**src/pfm_pkg.sv**
```systemverilog
// ==========================================================
// shared constants of the pin function multiplexer
package pfm_pkg;
  localparam int PORT_WIDTH = 8;
  localparam int PORT_COUNT = 3;
  localparam int P2_BONDED_PINS = 6;

  // port indices inside the unpacked arrays
  localparam int PORT1_IDX = 0;
  localparam int PORT2_IDX = 1;
  localparam int PORT3_IDX = 2;

  // reset values
  localparam logic [7:0] CTRL_RESET = 8'h00;
  localparam logic [7:0] OE_N_RESET = 8'hFF;
  localparam logic [7:0] FLAG_RESET = 8'h00;

  // bits that have a physical pin, per port
  localparam logic [7:0] P1_PIN_MASK = 8'hFF;
  localparam logic [7:0] P2_PIN_MASK = 8'h3F;
  localparam logic [7:0] P3_PIN_MASK = 8'hFF;

  // bit positions of special functions
  localparam int P1_CONV_CLK_BIT = 0;
  localparam int P1_CAP_ZERO_A_BIT = 1;
  localparam int P1_CAP_ONE_A_BIT = 2;
  localparam int P1_CAP_TWO_A_BIT = 3;
  localparam int P1_SUBMAIN_BIT = 4;
  localparam int P2_AUX_CLK_BIT = 0;
  localparam int P2_ALT_CLK_BIT = 1;
  localparam int P2_CAP_ZERO_B_BIT = 2;
  localparam int P2_CAP_ONE_B_BIT = 3;
  localparam int P2_OSC_RES_BIT = 5;
  localparam int P3_STE_BIT = 0;
  localparam int P3_MO_BIT = 1;
  localparam int P3_SO_BIT = 2;
  localparam int P3_CLK_BIT = 3;
  localparam int P3_TX_BIT = 4;
  localparam int P3_RX_BIT = 5;

  // edge select 0: low-to-high, 1: high-to-low
  function automatic logic [7:0] pfmEdge(input logic [7:0] cur, input logic [7:0] prev, input logic [7:0] ies);
    pfmEdge = (~ies & cur & ~prev) | (ies & ~cur & prev);
  endfunction : pfmEdge
endpackage : pfm_pkg

```
**src/pfm_port_pin_function_mux.sv**
```systemverilog
// Functional notes
// - p1.0 selected outputs converter clock; input feeds timer external clock; software direction.
// - p1.1-p1.3 selected drive timer outputs 0-2; inputs feed capture inputs 0A-2A.
// - p1.4 selected outputs sub-main system clock; input goes nowhere.
// - p1.5-p1.7 selected drive timer outputs 0-2; no peripheral input.
// - p2.0 selected outputs auxiliary clock; input goes nowhere.
// - p2.1 selected drives low; input feeds timer alternate clock.
// - p2.2 selected drives timer output 0; input feeds capture input 0B.
// - p2.3 drives timer output 1, feeds capture 1B; p2.4 drives timer output 2.
// - p2.5 peripheral output low, input nowhere; pin shares oscillator resistor function.
// - p2.6/p2.7 have no pins, full control bits, flags changed only by software.
// - each port 1/2 bit has enable, flag and edge select bits.
// - p3.0 selected forces input, drives low; input feeds slave transmit enable.
// - p3.6/p3.7 peripheral output low, no input destination, software direction.
// - p3.4 selected forces output and drives serial transmit line.
// - p3.5 selected forces input and feeds serial receive line.
// - p3.3 selected in asynchronous mode is always an input.
// - synchronous slave mode takes the shift clock from the serial clock pin.
// - synchronous master mode drives the shift clock out on the serial clock pin.
`timescale 1ns/100ps
module pfm_port_pin_function_mux
  import pfm_pkg::*;
(
  input wire logic sys_clk, // 50 MHz system clock
  input wire logic rst_n, // asynchronous reset, active low
  input wire logic [7:0] p1PinFunctionSelect, // port 1 peripheral select
  input wire logic [7:0] p1PinDirection, // port 1 direction, 1 = output
  input wire logic [7:0] p1PinOutputValue, // port 1 output register
  input wire logic [7:0] p1PinInterruptEnable, // port 1 interrupt enables
  input wire logic [7:0] p1PinEdgeSelect, // port 1 edge selects
  input wire logic p1FlagWriteEn, // port 1 flag write strobe
  input wire logic [7:0] p1FlagWriteData, // port 1 flag write value
  input wire logic [7:0] p2PinFunctionSelect, // port 2 peripheral select
  input wire logic [7:0] p2PinDirection, // port 2 direction
  input wire logic [7:0] p2PinOutputValue, // port 2 output register
  input wire logic [7:0] p2PinInterruptEnable, // port 2 interrupt enables
  input wire logic [7:0] p2PinEdgeSelect, // port 2 edge selects
  input wire logic p2FlagWriteEn, // port 2 flag write strobe
  input wire logic [7:0] p2FlagWriteData, // port 2 flag write value
  input wire logic [7:0] p3PinFunctionSelect, // port 3 peripheral select
  input wire logic [7:0] p3PinDirection, // port 3 direction
  input wire logic [7:0] p3PinOutputValue, // port 3 output register
  output logic [7:0] p1PinInputValue, // port 1 synchronised inputs
  output logic [7:0] p1PinInterruptFlag, // port 1 interrupt flags
  output logic [7:0] p2PinInputValue, // port 2 synchronised inputs
  output logic [7:0] p2PinInterruptFlag, // port 2 interrupt flags
  output logic [7:0] p3PinInputValue, // port 3 synchronised inputs
  output logic p1InterruptRequest, // any enabled port 1 flag
  output logic p2InterruptRequest, // any enabled port 2 flag
  input wire logic [7:0] p1PadIn, // port 1 pad level
  output logic [7:0] p1PadOut, // port 1 pad drive value
  output logic [7:0] p1PadOeN, // port 1 pad enable, low drives
  input wire logic [5:0] p2PadIn, // port 2 pad level
  output logic [5:0] p2PadOut, // port 2 pad drive value
  output logic [5:0] p2PadOeN, // port 2 pad enable, low drives
  input wire logic [7:0] p3PadIn, // port 3 pad level
  output logic [7:0] p3PadOut, // port 3 pad drive value
  output logic [7:0] p3PadOeN, // port 3 pad enable, low drives
  input wire logic converterClock, // converter clock
  input wire logic subMainSystemClock, // sub-main system clock
  input wire logic auxiliaryClock, // auxiliary clock
  input wire logic timerOutputZero, // timer output 0
  input wire logic timerOutputOne, // timer output 1
  input wire logic timerOutputTwo, // timer output 2
  output logic timerExternalClock, // timer external clock in
  output logic timerAlternateClock, // timer alternate clock in
  output logic captureInputZeroA, // capture input 0A
  output logic captureInputOneA, // capture input 1A
  output logic captureInputTwoA, // capture input 2A
  output logic captureInputZeroB, // capture input 0B
  output logic captureInputOneB, // capture input 1B
  input wire logic serialSyncMode, // serial unit synchronous mode
  input wire logic serialMasterMode, // serial unit master mode
  input wire logic serialTransmitLine, // serial transmit data
  input wire logic serialMasterOutData, // serial master data out
  input wire logic serialSlaveOutData, // serial slave data out
  input wire logic serialClockOut, // serial shift clock from unit
  output logic serialReceiveLine, // serial receive data
  output logic serialMasterInData, // serial data from p3.1
  output logic serialSlaveInData, // serial data from p3.2
  output logic serialClockIn, // serial shift clock to unit
  output logic serialSlaveTransmitEnable // serial slave transmit enable
);

  // ==========================================================
  // gathering of port vectors
  logic [7:0] selA [PORT_COUNT];
  logic [7:0] dirA [PORT_COUNT];
  logic [7:0] outA [PORT_COUNT];
  logic [7:0] padInA [PORT_COUNT];
  logic [7:0] modOut [PORT_COUNT];
  logic [7:0] dirEff [PORT_COUNT];
  logic [7:0] pinMask [PORT_COUNT];
  logic [7:0] padOut_reg [PORT_COUNT];
  logic [7:0] padOut_next [PORT_COUNT];
  logic [7:0] padOeN_reg [PORT_COUNT];
  logic [7:0] padOeN_next [PORT_COUNT];
  logic [7:0] syncA_reg [PORT_COUNT];
  logic [7:0] in_reg [PORT_COUNT];
  logic [7:0] prevIn_reg [PORT_COUNT];
  logic [7:0] p1Flag_reg;
  logic [7:0] p1Flag_next;
  logic [7:0] p2Flag_reg;
  logic [7:0] p2Flag_next;

  assign selA[PORT1_IDX] = p1PinFunctionSelect;
  assign selA[PORT2_IDX] = p2PinFunctionSelect;
  assign selA[PORT3_IDX] = p3PinFunctionSelect;
  assign dirA[PORT1_IDX] = p1PinDirection;
  assign dirA[PORT2_IDX] = p2PinDirection;
  assign dirA[PORT3_IDX] = p3PinDirection;
  assign outA[PORT1_IDX] = p1PinOutputValue;
  assign outA[PORT2_IDX] = p2PinOutputValue;
  assign outA[PORT3_IDX] = p3PinOutputValue;
  assign padInA[PORT1_IDX] = p1PadIn;
  assign padInA[PORT2_IDX] = {2'h0, p2PadIn};
  assign padInA[PORT3_IDX] = p3PadIn;
  assign pinMask[PORT1_IDX] = P1_PIN_MASK;
  assign pinMask[PORT2_IDX] = P2_PIN_MASK;
  assign pinMask[PORT3_IDX] = P3_PIN_MASK;

  // ==========================================================
  // peripheral output and direction selection
  always_comb begin
    modOut[PORT1_IDX] = {timerOutputTwo, timerOutputOne, timerOutputZero, subMainSystemClock,
                         timerOutputTwo, timerOutputOne, timerOutputZero, converterClock};
    // p2.1 and p2.5 drive low; p2.5 analog resistor path lives outside this logic
    modOut[PORT2_IDX] = {3'h0, timerOutputTwo, timerOutputOne, timerOutputZero, 1'h0, auxiliaryClock};
    modOut[PORT3_IDX] = {3'h0, serialTransmitLine, serialClockOut, serialSlaveOutData, serialMasterOutData, 1'h0};
    dirEff[PORT1_IDX] = dirA[PORT1_IDX];
    dirEff[PORT2_IDX] = dirA[PORT2_IDX];
    dirEff[PORT3_IDX] = dirA[PORT3_IDX];
    if (selA[PORT3_IDX][P3_STE_BIT]) begin
      dirEff[PORT3_IDX][P3_STE_BIT] = 1'h0;
    end
    if (selA[PORT3_IDX][P3_TX_BIT]) begin
      dirEff[PORT3_IDX][P3_TX_BIT] = 1'h1;
    end
    if (selA[PORT3_IDX][P3_RX_BIT]) begin
      dirEff[PORT3_IDX][P3_RX_BIT] = 1'h0;
    end
    if (selA[PORT3_IDX][P3_CLK_BIT]) begin
      // clock pin direction follows the serial unit's mode
      dirEff[PORT3_IDX][P3_CLK_BIT] = serialSyncMode & serialMasterMode;
    end
    for (int p = 0; p < PORT_COUNT; p++) begin
      padOut_next[p] = (selA[p] & modOut[p]) | (~selA[p] & outA[p]);
      padOeN_next[p] = ~dirEff[p];
    end
  end

  always_ff @(posedge sys_clk or negedge rst_n) begin
    if (!rst_n) begin
      for (int p = 0; p < PORT_COUNT; p++) begin
        padOut_reg[p] <= CTRL_RESET;
        padOeN_reg[p] <= OE_N_RESET;
      end
    end else begin
      for (int p = 0; p < PORT_COUNT; p++) begin
        padOut_reg[p] <= padOut_next[p];
        padOeN_reg[p] <= padOeN_next[p];
      end
    end
  end

  // ==========================================================
  // input synchroniser and edge history
  always_ff @(posedge sys_clk or negedge rst_n) begin
    if (!rst_n) begin
      for (int p = 0; p < PORT_COUNT; p++) begin
        syncA_reg[p] <= CTRL_RESET;
        in_reg[p] <= CTRL_RESET;
        prevIn_reg[p] <= CTRL_RESET;
      end
    end else begin
      for (int p = 0; p < PORT_COUNT; p++) begin
        syncA_reg[p] <= padInA[p] & pinMask[p];
        in_reg[p] <= syncA_reg[p];
        prevIn_reg[p] <= in_reg[p];
      end
    end
  end

  // ==========================================================
  // interrupt flags; a hardware edge wins over a software clear
  always_comb begin
    p1Flag_next = (p1FlagWriteEn ? p1FlagWriteData : p1Flag_reg) |
                  pfmEdge(in_reg[PORT1_IDX], prevIn_reg[PORT1_IDX], p1PinEdgeSelect);
    // unbonded bits never see an edge, so only writes move them
    p2Flag_next = (p2FlagWriteEn ? p2FlagWriteData : p2Flag_reg) |
                  (pfmEdge(in_reg[PORT2_IDX], prevIn_reg[PORT2_IDX], p2PinEdgeSelect) & P2_PIN_MASK);
  end

  always_ff @(posedge sys_clk or negedge rst_n) begin
    if (!rst_n) begin
      p1Flag_reg <= FLAG_RESET;
      p2Flag_reg <= FLAG_RESET;
    end else begin
      p1Flag_reg <= p1Flag_next;
      p2Flag_reg <= p2Flag_next;
    end
  end

  // ==========================================================
  // outputs
  assign p1PinInputValue = in_reg[PORT1_IDX];
  assign p2PinInputValue = in_reg[PORT2_IDX];
  assign p3PinInputValue = in_reg[PORT3_IDX];
  assign p1PinInterruptFlag = p1Flag_reg;
  assign p2PinInterruptFlag = p2Flag_reg;
  assign p1InterruptRequest = |(p1Flag_reg & p1PinInterruptEnable);
  assign p2InterruptRequest = |(p2Flag_reg & p2PinInterruptEnable);
  assign p1PadOut = padOut_reg[PORT1_IDX];
  assign p1PadOeN = padOeN_reg[PORT1_IDX];
  assign p2PadOut = padOut_reg[PORT2_IDX][5:0];
  assign p2PadOeN = padOeN_reg[PORT2_IDX][5:0];
  assign p3PadOut = padOut_reg[PORT3_IDX];
  assign p3PadOeN = padOeN_reg[PORT3_IDX];

  // peripheral inputs read low while their pin is in port mode
  assign timerExternalClock = selA[PORT1_IDX][P1_CONV_CLK_BIT] & in_reg[PORT1_IDX][P1_CONV_CLK_BIT];
  assign captureInputZeroA = selA[PORT1_IDX][P1_CAP_ZERO_A_BIT] & in_reg[PORT1_IDX][P1_CAP_ZERO_A_BIT];
  assign captureInputOneA = selA[PORT1_IDX][P1_CAP_ONE_A_BIT] & in_reg[PORT1_IDX][P1_CAP_ONE_A_BIT];
  assign captureInputTwoA = selA[PORT1_IDX][P1_CAP_TWO_A_BIT] & in_reg[PORT1_IDX][P1_CAP_TWO_A_BIT];
  assign timerAlternateClock = selA[PORT2_IDX][P2_ALT_CLK_BIT] & in_reg[PORT2_IDX][P2_ALT_CLK_BIT];
  assign captureInputZeroB = selA[PORT2_IDX][P2_CAP_ZERO_B_BIT] & in_reg[PORT2_IDX][P2_CAP_ZERO_B_BIT];
  assign captureInputOneB = selA[PORT2_IDX][P2_CAP_ONE_B_BIT] & in_reg[PORT2_IDX][P2_CAP_ONE_B_BIT];
  assign serialSlaveTransmitEnable = selA[PORT3_IDX][P3_STE_BIT] & in_reg[PORT3_IDX][P3_STE_BIT];
  assign serialMasterInData = selA[PORT3_IDX][P3_MO_BIT] & in_reg[PORT3_IDX][P3_MO_BIT];
  assign serialSlaveInData = selA[PORT3_IDX][P3_SO_BIT] & in_reg[PORT3_IDX][P3_SO_BIT];
  assign serialClockIn = selA[PORT3_IDX][P3_CLK_BIT] & in_reg[PORT3_IDX][P3_CLK_BIT];
  assign serialReceiveLine = selA[PORT3_IDX][P3_RX_BIT] & in_reg[PORT3_IDX][P3_RX_BIT];
endmodule : pfm_port_pin_function_mux

```
**config.mk**
```make
export PLATFORM = sky130hd
export DESIGN_NAME = pfm_port_pin_function_mux
export DESIGN_NICKNAME = d
export VERILOG_FILES = /design/src/pfm_pkg.sv /design/src/pfm_port_pin_function_mux.sv
export SDC_FILE = /design/constraint.sdc
export NUM_CORES = 1
export LEC_CHECK = 0
export BUFFER_PORTS_ARGS = -buffer_cell sky130_fd_sc_hd__buf_2
export CORE_MARGIN = 2
export CORE_UTILIZATION = 38
export DETAILED_ROUTE_END_ITERATION = 8
export PLACE_DENSITY = 0.74
export SYNTH_ARGS = -nofsm -noshare
export SYNTH_HDL_FRONTEND = slang
export SYNTH_SLANG_ARGS = --single-unit
export TNS_END_PERCENT = 1
```
**constraint.sdc**
```tcl
create_clock -name sys_clk -period 1 [get_ports sys_clk]
set_clock_uncertainty 0.15 [all_clocks]
set_input_delay 0.1 -clock sys_clk [delete_from_list [all_inputs] [get_ports sys_clk]]
set_output_delay 0.1 -clock sys_clk [all_outputs]
set_load 0.02 [all_outputs]
```
; ---- After elaboration in Yosys (flattened, before gate mapping)
; Cells that the tools add are included.
[classes]
muxes = 6
n_bitwise = 48
n_reduce_logical = 2
[op_table]
columns = operator, count
row1 = 8-bit AND, 9
row2 = 8-bit NOT, 7
row3 = 8-bit OR, 4
row4 = 6-bit AND, 5
row5 = 6-bit NOT, 5
row6 = 8-bit 2-to-1 mux, 2
row7 = 8-bit OR reduction, 2
row8 = 1-bit AND, 13
row9 = 6-bit OR, 2
row10 = 8-bit by 5-bit AND with 8-bit output, 1
row11 = 8-bit by 6-bit OR with 8-bit output, 1
row12 = 6-bit by 5-bit AND with 6-bit output, 1
row13 = 1-bit 2-to-1 mux, 4
[word_totals]
word_cells = 72
register_bits = 118
input_bits = 158

; ---- Logic depth before layout (Yosys ltp)
[logic_depth]
depth_word = 5
ltp_mapped = 3

; ---- Worst setup path before layout
; OpenSTA, ideal clock, no wires.
[synth_timing]
path_kind = flip-flop to output port
from = register p1Flag_reg[2] (netlist: p1PinInterruptFlag[2])
to = output p1InterruptRequest
t_arrival_ns = 0.878
stages_incl_launch_ff = 3
path_buffers = 0
required_time_ns = 0.750
setup_slack_ns = -0.128
cell_sequence = dfrtp_1 > a22oi_1 > nand4_1
[synth_via]
elab_chain_len = 2
[synth_lines]
columns = item, line
row1 = "start, declared", pfm_port_pin_function_mux.sv:101  ; logic [7:0] p1Flag_reg;
row2 = "start signal, assigned", pfm_port_pin_function_mux.sv:199  ; p1Flag_reg <= p1Flag_next;
row3 = 8-bit AND, pfm_port_pin_function_mux.sv:211  ; assign p1InterruptRequest = |(p1Flag_reg & p1PinInterruptEnable);
row4 = 8-bit OR reduction, pfm_port_pin_function_mux.sv:211
row5 = "end, declared", pfm_port_pin_function_mux.sv:48  ; output logic p1InterruptRequest,
; No other way between the ends.

; ---- Worst setup path after layout
[layout_timing]
from = register p1Flag_reg[1] (netlist: p1PinInterruptFlag[1])
to = output p1InterruptRequest
; The elaborated chain is that of the path after synthesis.

==> flow_summary_export.csv <==
group,metric,value,unit
run_status,outcome,"finished, violations left",
run_status,violations,"negative hold slack, negative setup slack",
sta,grt_setup_unrepaired,"yes",
sta,timing.final.max_slew_violations,0,
detailed_routing,route.detailed.drc,0,
cts,insertion_delay,0.49,ns
floorplanning,die_height,106,um
power_and_ir_drop,post-layout-total-power,13.2,mW
sta,share_of_the_clock_period_used_by_the_worst_path,163,%
detailed_routing,routed_via_density,4.58,
logic_synthesis,synth-seq-area-share,76.1,%
logic_synthesis,syn-instance-count,248,
floorplanning,die-width,106,um
grt,grt_overflow,0,
power_and_ir_drop,power.density_cell_area,1690,nW/um^2
cells_and_area,flow.area_growth_from_synthesis,99.8,%
sta,min_period,1.63,ns
detailed_routing,remaining_number_of_nets_flagged_by_the_antenna_check_after_routing,0,
setup_path,worstPathRequired,0.75,ns
cells_and_area,finish.net_count,818,
cts,tritoncts_clock_tree,"yes",
worst_hold_path,min_delay_path_class,"in2async",
cells_and_area,final_core_util,76.9,%
sta,maxClockFrequency,0.612,GHz
floorplanning,floorplan.die_area,11100,sq um
place,dpl.hpwl,7170,um
grt,via_count_of_the_first_global_routing_pass,4189,
detailed_routing,drt-total-wl,13400,um
cells_and_area,share_of_post_route_cells_with_drive_strength_above_1,55.0,%
grt,groute.usage.overall,23.8,%
place,dpl_cell_area,5490,sq um
floorplanning,initial_standard_cell_utilization_of_the_core,38.5,%
cts,cts-hold-fix-buffers,131,
place,placedCellCount,645,
logic_synthesis,yosysWarningCount,0,
setup_path,cpMaxStageDelayCell,"dfrtp_2",
sta,totalNegativeSetupSlack,-34.45,ns
setup_path,worst_ep_arrival_time,1.38,ns
sta,setup_violations,108,
grt,first_pass_grt_wire_length,20300,um
cts,clock_path_buffers,2,
grt,pin_count_of_the_biggest_net_entering_global_routing,32,
power_and_ir_drop,seqPwrFrac,40.2,%
sta,hold_viol_final,23,
sta,setup_slack,-0.634,ns
cells_and_area,largest_register_ffs,22,
power_and_ir_drop,power_switching_share,24.0,%
setup_path,critPathMaxStageDelay,0.42,ns
cts,total_number_of_h_tree_levels,4,
logic_synthesis,postSynthAreaPerCell,15.8,sq um
setup_path,criticalPathCategory,"reg2out",
detailed_routing,drtIter0Drc,163,
detailed_routing,drt-pass1-iter-count,4,
power_and_ir_drop,ir_drop,1.41,mV
sta,holdWs,-0.137,ns
power_and_ir_drop,power.switching,3.17,mW
floorplanning,design.portCount,256,
place,dp_worst_setup_slack,-0.159,ns
cts,cts.sinks,118,
floorplanning,placementRows,37,
cells_and_area,stdcell_count,809,
place,gp_congestion,0.796,
power_and_ir_drop,pwr-share-comb,16.3,%
cts,root_buffer_selected_by_cts,"clkbuf_8",
setup_path,critical_path.cell_chain,"a22oi_2 > nand4_1 > buf_2",
power_and_ir_drop,leakagePower,3.78,nW
setup_path,timing.critical_path.fanout_max,3,
logic_synthesis,synthesized_area,3920,sq um
logic_synthesis,synth.distinct_cells,21,
detailed_routing,dr_vias,3708,
setup_path,timing.critical_path.to_type,"output port",
floorplanning,coreArea,10200,sq um
cts,tritoncts.num_buffers,17,
job,cap_violations,0,
power_and_ir_drop,cell_internal_pwr,10.1,mW
grt,grt_antenna_before_repair,0,
logic_synthesis,synth-seq-cells,118,
power_and_ir_drop,p_clk_share,43.5,%
setup_path,critical_path.startpoint_type,"flop",
cells_and_area,n_antenna_cell,0,
place,port_buffers,245,
detailed_routing,wl_per_cell,16.6,um
cts,cts.clk_slew.worst_paths,0.06,ns
cells_and_area,design_area,7830,sq um
power groups by stage:
stage | registers [mW] | logic (mW) | clock network (mW)
final | 5.32 | 2.15 | 5.76
after global routing | 5.34 | 2.28 | 6.14
after CTS | 5.29 | 1.97 | 5.86
after detailed placement | 5.34 | 1.43 | 0
after global placement | 5.32 | 1.41 | 0
after floorplan | 5.62 | 0.323 | 0
per-layer routing:
layer	wire length, um	track usage [%]
met1	4680	23.7
met2	7450	44.4
met3	868	8.29
met4	393	10.1
met5	0	0
cell usage after synthesis:
cell type,number,share of area (%)
inv_1,18,1.7
dfrtp_1,96,61
nor2_1,1,0.096
nand4_1,2,0.32
o221ai_1,13,2.9
nand3b_1,1,0.19
nand2b_1,15,2.4
mux2i_1,14,3.6
buf_6,2,0.57
nor2b_1,7,1.1
mux2_4,2,0.77
nand2_1,13,1.2
conb_1,1,0.096
nand3_1,1,0.13
a31oi_1,1,0.16
mux2_2,16,4.6
dfstp_2,22,15
a22oi_1,8,1.5
or3b_1,1,0.22
buf_4,2,0.38
and2_1,12,1.9
cells by family after synthesis:
kind of cell	after synthesis	synth area share [%]
flops	118	76.1
simple gates	53	7.63
mux	32	8.94
compound gates	22	4.60
buf+inv	22	2.68
other cells	1	0.0957
timing repair:
action / CTS / global route
gates cloned: 0 / 0
setup buffers: 0 / 1
gates resized for setup: 84 / 49
pin swaps: 1 / 2
endpoints found under the hold margin: 200 / 23
setup endpoints to repair: 106 / 111
cell usage in the layout (no fill, tap or decap), types with 7 or more instances in the layout:
cell type | Yosys | layout
dlygate4sd3_1 | 0 | 131
nand2_1 | 13 | 13
nor2b_1 | 7 | 7
dfrtp_2 | 0 | 17
clkinvlp_4 | 0 | 7
mux2_2 | 16 | 16
dfrtp_1 | 96 | 79
dfstp_2 | 22 | 22
nand2b_1 | 15 | 15
buf_6 | 2 | 59
mux2i_1 | 14 | 11
clkbuf_16 | 0 | 16
o221ai_1 | 13 | 11
buf_4 | 2 | 12
inv_1 | 18 | 18
buf_2 | 0 | 190
and2_1 | 12 | 7
worst max-delay path: cells and delay by family (launching register included):
kind | cells | cell delay [ns]
flip-flops | 1 | 0.42
AND/OR/NAND/NOR | 1 | 0.11
buffers and inverters | 1 | 0.17
AO/OA/AOI/OAI | 1 | 0.18
path summary, 6_finish.rpt:
check	from	end	slack, ns	cells past startpoint
hold reg to reg	syncA_reg[12]$_DFF_PN0_	p2PinInputValue[4]$_DFF_PN0_	0.19	0
hold / removal	rst_n	p3PadOut[7]$_DFF_PN0_	-0.14	2
setup / recovery	p1PinInterruptFlag[1]$_DFF_PN0_	p1InterruptRequest	-0.63	3
setup reg to reg	p1PinInterruptFlag[4]$_DFF_PN0_	p1PinInterruptFlag[4]$_DFF_PN0_	-0.18	3
max in group asynchronous	rst_n	p3PadOeN[3]$_DFF_PN1_	0.34	3
min in group sys_clk	p2FlagWriteEn	p2PinInterruptFlag[6]$_DFFE_PN0P_	-0.10	2
area by class of cell:
type                            count  area, sq um
Sequential cell                   118         3000
Fill cell                         567         2350
Inverter                           18         67.6
Clock buffer                       20          455
Clock inverter                     12          128
Timing Repair Buffer              396         3100
Tap cell                          136          170
Multi-Input combinational cell    109          912
Note: power is estimated with default switching activity, not from simulation.
